`src/verilog/psfs_regs.svh`:
```
/*
  Register offsets, field positions, reset values and timing figures of the
  power stage fault supervisor. Assumes a 100 MHz system clock.
*/
`ifndef PSFS_REGS_SVH
`define PSFS_REGS_SVH

`define PSFS_CTRL_OFS      8'h00
`define PSFS_STATUS_OFS    8'h04
`define PSFS_SLEW_OFS      8'h08
`define PSFS_THERM_OFS     8'h0C

`define PSFS_CTRL_SC_CLR   0
`define PSFS_CTRL_PWM_EN   1
`define PSFS_CTRL_RST      32'h0000_0002

`define PSFS_CLK_MHZ       100
`define PSFS_CLK_HZ        100000000
`define PSFS_PWM_HZ        9000
`define PSFS_SC_RESET_NS   1000
`define PSFS_SLEW_FILT_US  100

`define PSFS_SLEW_GND_VNS  150
`define PSFS_SLEW_RAIL_VNS 100
`define PSFS_SLEW_MIN_VNS  30
`define PSFS_SLEW_MAX_VNS  150

`define PSFS_TEMP_LO_C     25
`define PSFS_TEMP_HI_C     150
`define PSFS_DUTY_MIN_PM   10
`define PSFS_DUTY_LO_PM    30
`define PSFS_DUTY_HI_PM    820
`define PSFS_DUTY_FULL_PM  1000

`endif

```
`src/verilog/psfs_pkg.sv`:
```
/*
  Types of the power stage fault supervisor. Needs nothing else.
*/
package psfs_pkg;

  // Where the slew setting comes from
  typedef enum logic [1:0] {
    SLEW_GND,
    SLEW_RAIL,
    SLEW_RES,
    SLEW_OPEN
  } psfs_slew_e;

  // Gate control mode handed to the driver
  typedef enum logic [1:0] {
    GATE_FOLLOW,
    GATE_HOT_DE,
    GATE_OFF
  } psfs_gate_e;

  // Fault state, also the status register layout
  typedef struct packed {
    logic startup;
    logic slew_open;
    logic lockout;
    logic drv_ot;
    logic sw_ot;
    logic overcurrent;
    logic short_circ;
    logic combined;
  } psfs_fault_s;

endpackage

```
`src/verilog/psfs_top.sv`:
```
/*
  Power stage fault supervisor: thermal shutdown, supply lockout, two-wire
  fault report, slew select and thermal PWM, with a classic Wishbone slave.
  Assumes analog comparators and sensors arrive as synchronous levels.
*/
`timescale 1ns/1ns
`include "psfs_regs.svh"

module psfs_top #(
  parameter int PWM_PERIOD_CYC = `PSFS_CLK_HZ / `PSFS_PWM_HZ,
  parameter int SLEW_FILT_CYC  = `PSFS_SLEW_FILT_US * `PSFS_CLK_MHZ,
  parameter int SC_RESET_CYC   = (`PSFS_SC_RESET_NS * `PSFS_CLK_MHZ + 999) / 1000
) (
  // Clock and reset
  input  wire logic        MCLK_I,
  input  wire logic        SYS_RST_I,
  // Wishbone slave
  input  wire logic        WB_CYC_I,
  input  wire logic        WB_STB_I,
  input  wire logic        WB_WE_I,
  input  wire logic [7:0]  WB_ADR_I,
  input  wire logic [3:0]  WB_SEL_I,
  input  wire logic [31:0] WB_DAT_I,
  output logic      [31:0] WB_DAT_O,
  output logic             WB_ACK_O,
  // Sensors and comparators
  input  wire logic        SW_OT_TRIP_I,
  input  wire logic        SW_OT_FALL_I,
  input  wire logic        DRV_OT_TRIP_I,
  input  wire logic        DRV_OT_FALL_I,
  input  wire logic        SUPPLY_LOCKOUT_I,
  input  wire logic        SERIES_SW_ON_I,
  input  wire logic        OC_DETECT_I,
  input  wire logic        SC_DETECT_I,
  input  wire logic [7:0]  DIE_TEMP_C_I,
  // Switch command from the controller
  input  wire logic        SWITCH_CMD_I,
  // Slew select pin sense
  input  wire logic        SLEW_PIN_GND_I,
  input  wire logic        SLEW_PIN_RAIL_I,
  input  wire logic        SLEW_PIN_OPEN_I,
  input  wire logic [7:0]  SLEW_RES_VNS_I,
  // Flag pin level seen at power-up
  input  wire logic        OC_FLAG_PIN_I,
  // Power stage control
  output logic             GATE_ON_O,
  output logic             HOT_DE_EN_O,
  output logic             AUX_REG_EN_O,
  output logic             NEG_RAIL_EN_O,
  output logic      [7:0]  SLEW_RATE_O,
  // Fault report and thermal output
  output logic             FAULT_N_O,
  output logic             OC_FLAG_N_O,
  output logic             OC_FLAG_OE_O,
  output logic             TEMP_PWM_O
);

  ////////////////////////////////////////////////////////////////////////////
  // Functions

  function automatic logic [9:0] duty_pm(input logic [7:0] temp);
    int d;
    d = `PSFS_DUTY_MIN_PM;
    if (temp >= 8'(`PSFS_TEMP_LO_C))
    begin
      d = `PSFS_DUTY_LO_PM + ((int'(temp) - `PSFS_TEMP_LO_C)
          * (`PSFS_DUTY_HI_PM - `PSFS_DUTY_LO_PM))
          / (`PSFS_TEMP_HI_C - `PSFS_TEMP_LO_C);
    end
    if (d > `PSFS_DUTY_FULL_PM)
    begin
      d = `PSFS_DUTY_FULL_PM;
    end
    return 10'(d);
  endfunction

  function automatic logic [7:0] clamp_slew(input logic [7:0] vns);
    logic [7:0] r;
    r = vns;
    if (vns < 8'(`PSFS_SLEW_MIN_VNS))
    begin
      r = 8'(`PSFS_SLEW_MIN_VNS);
    end
    if (vns > 8'(`PSFS_SLEW_MAX_VNS))
    begin
      r = 8'(`PSFS_SLEW_MAX_VNS);
    end
    return r;
  endfunction

  ////////////////////////////////////////////////////////////////////////////
  // Wishbone slave

  logic        ack_q;
  logic        req;
  logic        wr_take;
  logic        pwm_en_q;
  logic        sc_clr_q;
  logic [31:0] rd_d;
  logic [31:0] rd_q;

  psfs_pkg::psfs_fault_s fault_q;
  psfs_pkg::psfs_slew_e  slew_src_q;
  logic [9:0]            duty_q;

  assign req     = WB_CYC_I & WB_STB_I;
  // Write commits on the edge where the master sees ack
  assign wr_take = req & WB_WE_I & ack_q & WB_SEL_I[0] & (WB_ADR_I == `PSFS_CTRL_OFS);

  always_comb
  begin
    rd_d = 32'h0000_0000;
    unique case (WB_ADR_I)
      `PSFS_CTRL_OFS:   rd_d[`PSFS_CTRL_PWM_EN] = pwm_en_q;
      `PSFS_STATUS_OFS: rd_d[7:0] = fault_q;
      `PSFS_SLEW_OFS:   rd_d[9:0] = {slew_src_q, SLEW_RATE_O};
      `PSFS_THERM_OFS:  rd_d[17:0] = {DIE_TEMP_C_I, duty_q};
      default:          rd_d = 32'h0000_0000;
    endcase
  end

  // One wait state, ack drops the cycle after it is given
  always_ff @(posedge MCLK_I or posedge SYS_RST_I)
  begin
    if (SYS_RST_I)
    begin
      ack_q <= 1'b0;
      rd_q  <= 32'h0000_0000;
    end
    else
    begin
      ack_q <= req & ~ack_q;
      rd_q  <= rd_d;
    end
  end

  assign WB_ACK_O = ack_q;
  assign WB_DAT_O = rd_q;

  always_ff @(posedge MCLK_I or posedge SYS_RST_I)
  begin
    if (SYS_RST_I)
    begin
      pwm_en_q <= 1'(`PSFS_CTRL_RST >> `PSFS_CTRL_PWM_EN);
      sc_clr_q <= 1'b0;
    end
    else
    begin
      sc_clr_q <= wr_take & WB_DAT_I[`PSFS_CTRL_SC_CLR];
      if (wr_take)
      begin
        pwm_en_q <= WB_DAT_I[`PSFS_CTRL_PWM_EN];
      end
    end
  end

  ////////////////////////////////////////////////////////////////////////////
  // Power-up capture

  logic boot_q;
  logic combined_q;
  logic rail_tie_q;

  always_ff @(posedge MCLK_I or posedge SYS_RST_I)
  begin
    if (SYS_RST_I)
    begin
      boot_q     <= 1'b1;
      combined_q <= 1'b0;
      rail_tie_q <= 1'b0;
    end
    else if (boot_q)
    begin
      boot_q     <= 1'b0;
      combined_q <= ~OC_FLAG_PIN_I;
      rail_tie_q <= SLEW_PIN_RAIL_I;
    end
  end

  ////////////////////////////////////////////////////////////////////////////
  // Thermal shutdown with hysteresis

  logic sw_ot_q;
  logic drv_ot_q;

  always_ff @(posedge MCLK_I or posedge SYS_RST_I)
  begin
    if (SYS_RST_I)
    begin
      sw_ot_q  <= 1'b0;
      drv_ot_q <= 1'b0;
    end
    else
    begin
      if (SW_OT_TRIP_I)
        sw_ot_q <= 1'b1;
      else if (SW_OT_FALL_I)
        sw_ot_q <= 1'b0;
      if (DRV_OT_TRIP_I)
        drv_ot_q <= 1'b1;
      else if (DRV_OT_FALL_I)
        drv_ot_q <= 1'b0;
    end
  end

  ////////////////////////////////////////////////////////////////////////////
  // Current faults

  logic        oc_q;
  logic        sc_q;
  logic [15:0] cmd_low_q;
  logic        cmd_low_done;

  assign cmd_low_done = (cmd_low_q >= 16'(SC_RESET_CYC));

  always_ff @(posedge MCLK_I or posedge SYS_RST_I)
  begin
    if (SYS_RST_I)
      cmd_low_q <= 16'h0000;
    else if (SWITCH_CMD_I)
      cmd_low_q <= 16'h0000;
    else if (!cmd_low_done)
      cmd_low_q <= cmd_low_q + 16'h0001;
  end

  always_ff @(posedge MCLK_I or posedge SYS_RST_I)
  begin
    if (SYS_RST_I)
    begin
      oc_q <= 1'b0;
      sc_q <= 1'b0;
    end
    else
    begin
      // Cycle by cycle: held until the command goes low; detect wins
      if (OC_DETECT_I)
        oc_q <= 1'b1;
      else if (!SWITCH_CMD_I)
        oc_q <= 1'b0;
      // latch clears on long low command, supply loss or bus clear
      if (SC_DETECT_I)
        sc_q <= 1'b1;
      else if (cmd_low_done || SUPPLY_LOCKOUT_I || sc_clr_q)
        sc_q <= 1'b0;
    end
  end

  ////////////////////////////////////////////////////////////////////////////
  // Slew select

  psfs_pkg::psfs_slew_e slew_raw;
  psfs_pkg::psfs_slew_e slew_cand_q;
  logic [7:0]           res_cand_q;
  logic [15:0]          filt_q;

  always_comb
  begin
    if (SLEW_PIN_OPEN_I)
      slew_raw = psfs_pkg::SLEW_OPEN;
    else if (SLEW_PIN_GND_I)
      slew_raw = psfs_pkg::SLEW_GND;
    else
      slew_raw = psfs_pkg::SLEW_RES;
  end

  // heavy filter: new setting must hold still for the whole window
  always_ff @(posedge MCLK_I or posedge SYS_RST_I)
  begin
    if (SYS_RST_I)
    begin
      slew_cand_q <= psfs_pkg::SLEW_GND;
      res_cand_q  <= 8'h00;
      filt_q      <= 16'h0000;
      slew_src_q  <= psfs_pkg::SLEW_OPEN;
      SLEW_RATE_O <= 8'(`PSFS_SLEW_MIN_VNS);
    end
    else if (rail_tie_q)
    begin
      slew_src_q  <= psfs_pkg::SLEW_RAIL;
      SLEW_RATE_O <= 8'(`PSFS_SLEW_RAIL_VNS);
    end
    else if (!boot_q)
    begin
      if (slew_raw != slew_cand_q || SLEW_RES_VNS_I != res_cand_q)
      begin
        slew_cand_q <= slew_raw;
        res_cand_q  <= SLEW_RES_VNS_I;
        filt_q      <= 16'h0000;
      end
      else if (filt_q < 16'(SLEW_FILT_CYC))
        filt_q <= filt_q + 16'h0001;
      else
      begin
        slew_src_q <= slew_cand_q;
        if (slew_cand_q == psfs_pkg::SLEW_GND)
          SLEW_RATE_O <= 8'(`PSFS_SLEW_GND_VNS);
        else if (slew_cand_q == psfs_pkg::SLEW_RES)
          SLEW_RATE_O <= clamp_slew(res_cand_q);
      end
    end
  end

  ////////////////////////////////////////////////////////////////////////////
  // Power stage control

  logic                 start_q;
  psfs_pkg::psfs_gate_e gate_mode;

  // Start-up ends once the series switch is on; lockout restarts it
  always_ff @(posedge MCLK_I or posedge SYS_RST_I)
  begin
    if (SYS_RST_I)
      start_q <= 1'b1;
    else if (SUPPLY_LOCKOUT_I)
      start_q <= 1'b1;
    else if (SERIES_SW_ON_I)
      start_q <= 1'b0;
  end

  // protection never looks at the report pins; the bus reaches it only through the short latch clear
  always_comb
  begin
    if (SUPPLY_LOCKOUT_I || start_q || drv_ot_q || sc_q)
      gate_mode = psfs_pkg::GATE_OFF;
    else if (sw_ot_q)
      gate_mode = psfs_pkg::GATE_HOT_DE;
    else
      gate_mode = psfs_pkg::GATE_FOLLOW;
  end

  always_ff @(posedge MCLK_I or posedge SYS_RST_I)
  begin
    if (SYS_RST_I)
    begin
      GATE_ON_O     <= 1'b0;
      HOT_DE_EN_O   <= 1'b0;
      AUX_REG_EN_O  <= 1'b0;
      NEG_RAIL_EN_O <= 1'b0;
    end
    else
    begin
      GATE_ON_O     <= (gate_mode == psfs_pkg::GATE_FOLLOW) & SWITCH_CMD_I & ~oc_q
                       & ~OC_DETECT_I;
      HOT_DE_EN_O   <= (gate_mode == psfs_pkg::GATE_HOT_DE);
      AUX_REG_EN_O  <= ~drv_ot_q & ~SUPPLY_LOCKOUT_I;
      NEG_RAIL_EN_O <= ~drv_ot_q & ~SUPPLY_LOCKOUT_I;
    end
  end

  ////////////////////////////////////////////////////////////////////////////
  // Fault report

  logic fault_low;
  logic flag_low;

  always_comb
  begin
    fault_low = sw_ot_q | drv_ot_q | SUPPLY_LOCKOUT_I | start_q | sc_q
                | (slew_src_q == psfs_pkg::SLEW_OPEN);
    flag_low  = oc_q | sc_q;
    if (combined_q)
      fault_low = fault_low | oc_q;
  end

  always_ff @(posedge MCLK_I or posedge SYS_RST_I)
  begin
    if (SYS_RST_I)
    begin
      FAULT_N_O    <= 1'b0;
      OC_FLAG_N_O  <= 1'b1;
      OC_FLAG_OE_O <= 1'b0;
      fault_q      <= '0;
    end
    else
    begin
      FAULT_N_O    <= ~fault_low;
      OC_FLAG_N_O  <= ~flag_low;
      OC_FLAG_OE_O <= ~boot_q & ~combined_q;
      fault_q      <= '{startup: start_q, slew_open: slew_src_q == psfs_pkg::SLEW_OPEN,
                        lockout: SUPPLY_LOCKOUT_I, drv_ot: drv_ot_q, sw_ot: sw_ot_q,
                        overcurrent: oc_q, short_circ: sc_q, combined: combined_q};
    end
  end

  ////////////////////////////////////////////////////////////////////////////
  // Thermal PWM

  logic [15:0] pwm_cnt_q;
  logic [15:0] pwm_thr_q;

  always_ff @(posedge MCLK_I or posedge SYS_RST_I)
  begin
    if (SYS_RST_I)
    begin
      pwm_cnt_q  <= 16'h0000;
      pwm_thr_q  <= 16'h0000;
      duty_q     <= 10'h000;
      TEMP_PWM_O <= 1'b0;
    end
    else
    begin
      if (pwm_cnt_q == 16'(PWM_PERIOD_CYC - 1))
      begin
        pwm_cnt_q <= 16'h0000;
        duty_q    <= duty_pm(DIE_TEMP_C_I);
        pwm_thr_q <= 16'((int'(duty_pm(DIE_TEMP_C_I)) * PWM_PERIOD_CYC)
                         / `PSFS_DUTY_FULL_PM);
      end
      else
        pwm_cnt_q <= pwm_cnt_q + 16'h0001;
      if (sw_ot_q || drv_ot_q)
        TEMP_PWM_O <= 1'b1;
      else
        TEMP_PWM_O <= pwm_en_q & (pwm_cnt_q < pwm_thr_q);
    end
  end

endmodule
```
`config.mk`:
```
export PLATFORM = sky130hd
export DESIGN_NAME = psfs_top
export DESIGN_NICKNAME = d
export VERILOG_FILES = /design/src/verilog/psfs_pkg.sv /design/src/verilog/psfs_top.sv
export VERILOG_INCLUDE_DIRS = /design/src /design/src/verilog
export SDC_FILE = /design/constraint.sdc
export NUM_CORES = 1
export LEC_CHECK = 0
export BUFFER_PORTS_ARGS = -buffer_cell sky130_fd_sc_hd__buf_2
export CORE_MARGIN = 2
export CORE_UTILIZATION = 33
export CTS_CLUSTER_DIAMETER = 80
export CTS_CLUSTER_SIZE = 25
export DETAILED_ROUTE_END_ITERATION = 7
export PLACE_DENSITY = 0.57
export SYNTH_ARGS = -nofsm -noshare
export SYNTH_HDL_FRONTEND = slang
export SYNTH_SLANG_ARGS = --single-unit
```
`constraint.sdc`:
```
create_clock -name MCLK_I -period 8.3 [get_ports MCLK_I]
set_input_delay 1.66 -clock MCLK_I [delete_from_list [all_inputs] [get_ports MCLK_I]]
set_output_delay 1.66 -clock MCLK_I [all_outputs]
set_load 0.1 [all_outputs]
```
==> impl_metrics.py <==
metrics = {
    "sta": {
        "clock.fmax_mhz": 30.90,
        "finalCriticalPeriod_ps": 32360,
        "drv_slew": 0,
        "final_hold_viol_count": 0,
        "finalSetupViolCount": 25,
        "worst_slack_ps": -24060,
        "slew_headroom_pct": 17.83,
        "fin_crit_sh_pct": 389.9,
        "clock_skew_ps": 13.05,
        "rsz0062_at_grt": "true",
        "worst_pin_slew_ps": 1233,
        "tns_ps": -417260,
    },
    "final_layout": {
        "antenna_cells": 0,
        "synthToLayoutAreaGrowth_pct": 65.52,
        "final_util_pct": 55.10,
        "seq_area_um2": 3441,
        "design_area_um2": 37790,
        "nets": 4513,
        "drive_above_1_share_pct": 46.81,
        "n_fill_cell": 6212,
        "layout.cells.non_filler": 5159,
        "multi_input_comb_area_um2": 21670,
    },
    "grt": {
        "grt_max_degree": 71,
        "grt_overflow": 0,
        "grt_pass1_vias": 26520,
        "grt_pass1_wl_um": 137100,
        "antenna_found_initial": 2,
        "grt_use_total_pct": 23.24,
    },
    "floorplan": {
        "rows": 96,
        "die_y_um": 267.0,
        "num_io_pins": 127,
        "core_area_um2": 68590,
        "start_util_pct": 33.29,
        "fp.dieW_um": 267.0,
        "dieArea_um2": 71310,
    },
    "clock_tree": {
        "path_clk_slew_ps": 60,
        "numCtsBuffers": 17,
        "clock_path_buffers": 2,
        "clock_latency_ps": 420,
        "cts_tree": "built",
        "cts_sinks": 137,
        "root_buffer": "clkbuf_16",
        "h-tree-depth": 4,
        "cts_hold_buf": 0,
    },
    "synthesis": {
        "synth_seq_area_share_pct": 15.07,
        "synth_area_um2": 22830,
        "avgSynthCellArea_um2": 7.690,
        "synthTopCellsByArea": "dfrtp_1, ha_1, fa_1",
        "synth_common_cells": "nor2_1, nand2_1, inv_1",
        "synth_edf_count": 0,
        "synth_area_leader_cell": "dfrtp_1",
        "async_flop_share_pct": 100.0,
        "synth_cell_types": 135,
        "synth-main-ff-cell": "dfrtp_1",
        "synth_cells": 2969,
        "yosys.area.top_type_share_pct": 13.92,
        "yosysWarnings": 0,
        "ys_ff_latch": 137,
        "yosysMostFrequentCell": "nor2_1",
    },
    "setup_path": {
        "worstSetupPathType": "in -> reg",
        "crit_path_frequent_cell": "buf_4",
        "arrival_ps": 32670,
        "crit_fanout": 8,
        "end_kind": "register",
        "critPathTopFamily": "compound AO/OA/AOI/OAI gates",
        "required_ps": 8610,
        "crit_slowest_cell": "fa_1",
        "critPathBufInv": 40,
        "cpPeakStageDelay_ps": 580,
        "start_kind": "input pin",
    },
    "detailed_routing": {
        "wl_per_cell_um": 16.77,
        "firstDrtPassIters": 7,
        "viasPerCell": 5.324,
        "drt_iter0_markers": 1879,
        "drc_errors": 0,
        "drt-total-wl_um": 86540,
        "vias": 27460,
        "antenna_left": 0,
    },
    "placement": {
        "dp.cells": 4941,
        "post_dp_cell_area_um2": 33150,
        "routabilityCongestion": 0.9602,
        "place_hpwl_um": 67870,
        "portBuffers": 79,
    },
    "min_path": {
        "hold_class": "reg -> reg",
    },
    "status": {
        "violations": "setup timing",
        "status": "finished, violations left",
    },
    "run": {
        "max_cap_violations": 0,
    },
}
routing by layer:
metal	routed length [um]	up-vias	track usage [%]
met5	0	-	0
met4	1666	0	5.421
met3	3433	118	1.716
met2	40330	685	38.55
met1	41100	13110	32.72
li1	-	13560	-
metrics by stage:
step                      hold WS (ps)  setup WS, ps
final                            414.2        -24060
after global routing             426.4        -25470
after CTS                        408.9        -23720
after detailed placement         399.0        -25540
after global placement           394.0        -25290
after floorplan                  375.5        -24440
worst paths after layout:
kind / from / end / slack [ps] / depth (start not counted)
worst max-delay path: DIE_TEMP_C_I[0] / pwm_thr_q[0] / -24060 / 157
worst min-delay path: combined_q / fault_q[0] / 410 / 0
worst max register to register: slew_cand_q[0] / filt_q[15] / 5050 / 10
worst min register to register: combined_q / fault_q[0] / 410 / 0
max in group asynchronous: SYS_RST_I / filt_q[8] / 5690 / 3
min in group asynchronous: SYS_RST_I / WB_DAT_O[8] / 1310 / 2
repair_timing:
action,in CTS,in global routing
cloned,1,1
setup buffers,110,78
pin swaps,153,170
gates resized for setup,277,254
endpoints found under the setup margin,25,25
registers in the layout (all words and copies together), names as in the netlist, 2 cells and up:
| name | flops |
|---|---|
| SLEW_RATE_O | 8 |
| pwm_cnt_q | 16 |
| duty_q | 10 |
| cmd_low_q | 16 |
| filt_q | 16 |
| pwm_thr_q | 15 |
| slew_src_q | 2 |
| slew_cand_q | 2 |
| WB_DAT_O | 18 |
| fault_q | 8 |
| res_cand_q | 8 |
worst register-to-register path: stages (launching register included):
cell and delay [ps]:
dfrtp_1 450, nor3_1 90, a21o_1 150, a32oi_1 120, or3_1 240, and2_1 810
nor2_1 220, or4b_2 720, nor2_1 180, a31oi_1 100, nor2_1 90
final cells by class:
type                       count  share of cell area, %
clock buffer                  21                  1.245
timing repair buffer        1332                  26.86
tap                          931                  3.082
sequential                   137                  9.105
inverter                     191                  1.920
multi-input combinational   2536                  57.34
clock inverter                11                 0.4470
cells in the final DEF (no fill, tap or decap), types with 82 or more instances in the layout:
cell        n
nand3_1    99
ha_1      138
buf_4    1176
xnor2_1   119
dfrtp_1   127
o21ai_0    98
nor2_1    274
nor3_1     82
a21oi_1    93
inv_1     178
nand2_1   232
cell families after synthesis:
kind of cell	share of synthesized area (%)
xor+xnor	7.519
buf+inv	5.683
other cells	0.01643
mux	3.661
fa+ha+maj	14.36
simple gates	24.75
compound gates	28.94
flops	15.07
Power is left out: the tool's default activity adds up to more than one toggle a clock period on the data nets, which glitch-free logic cannot reach.
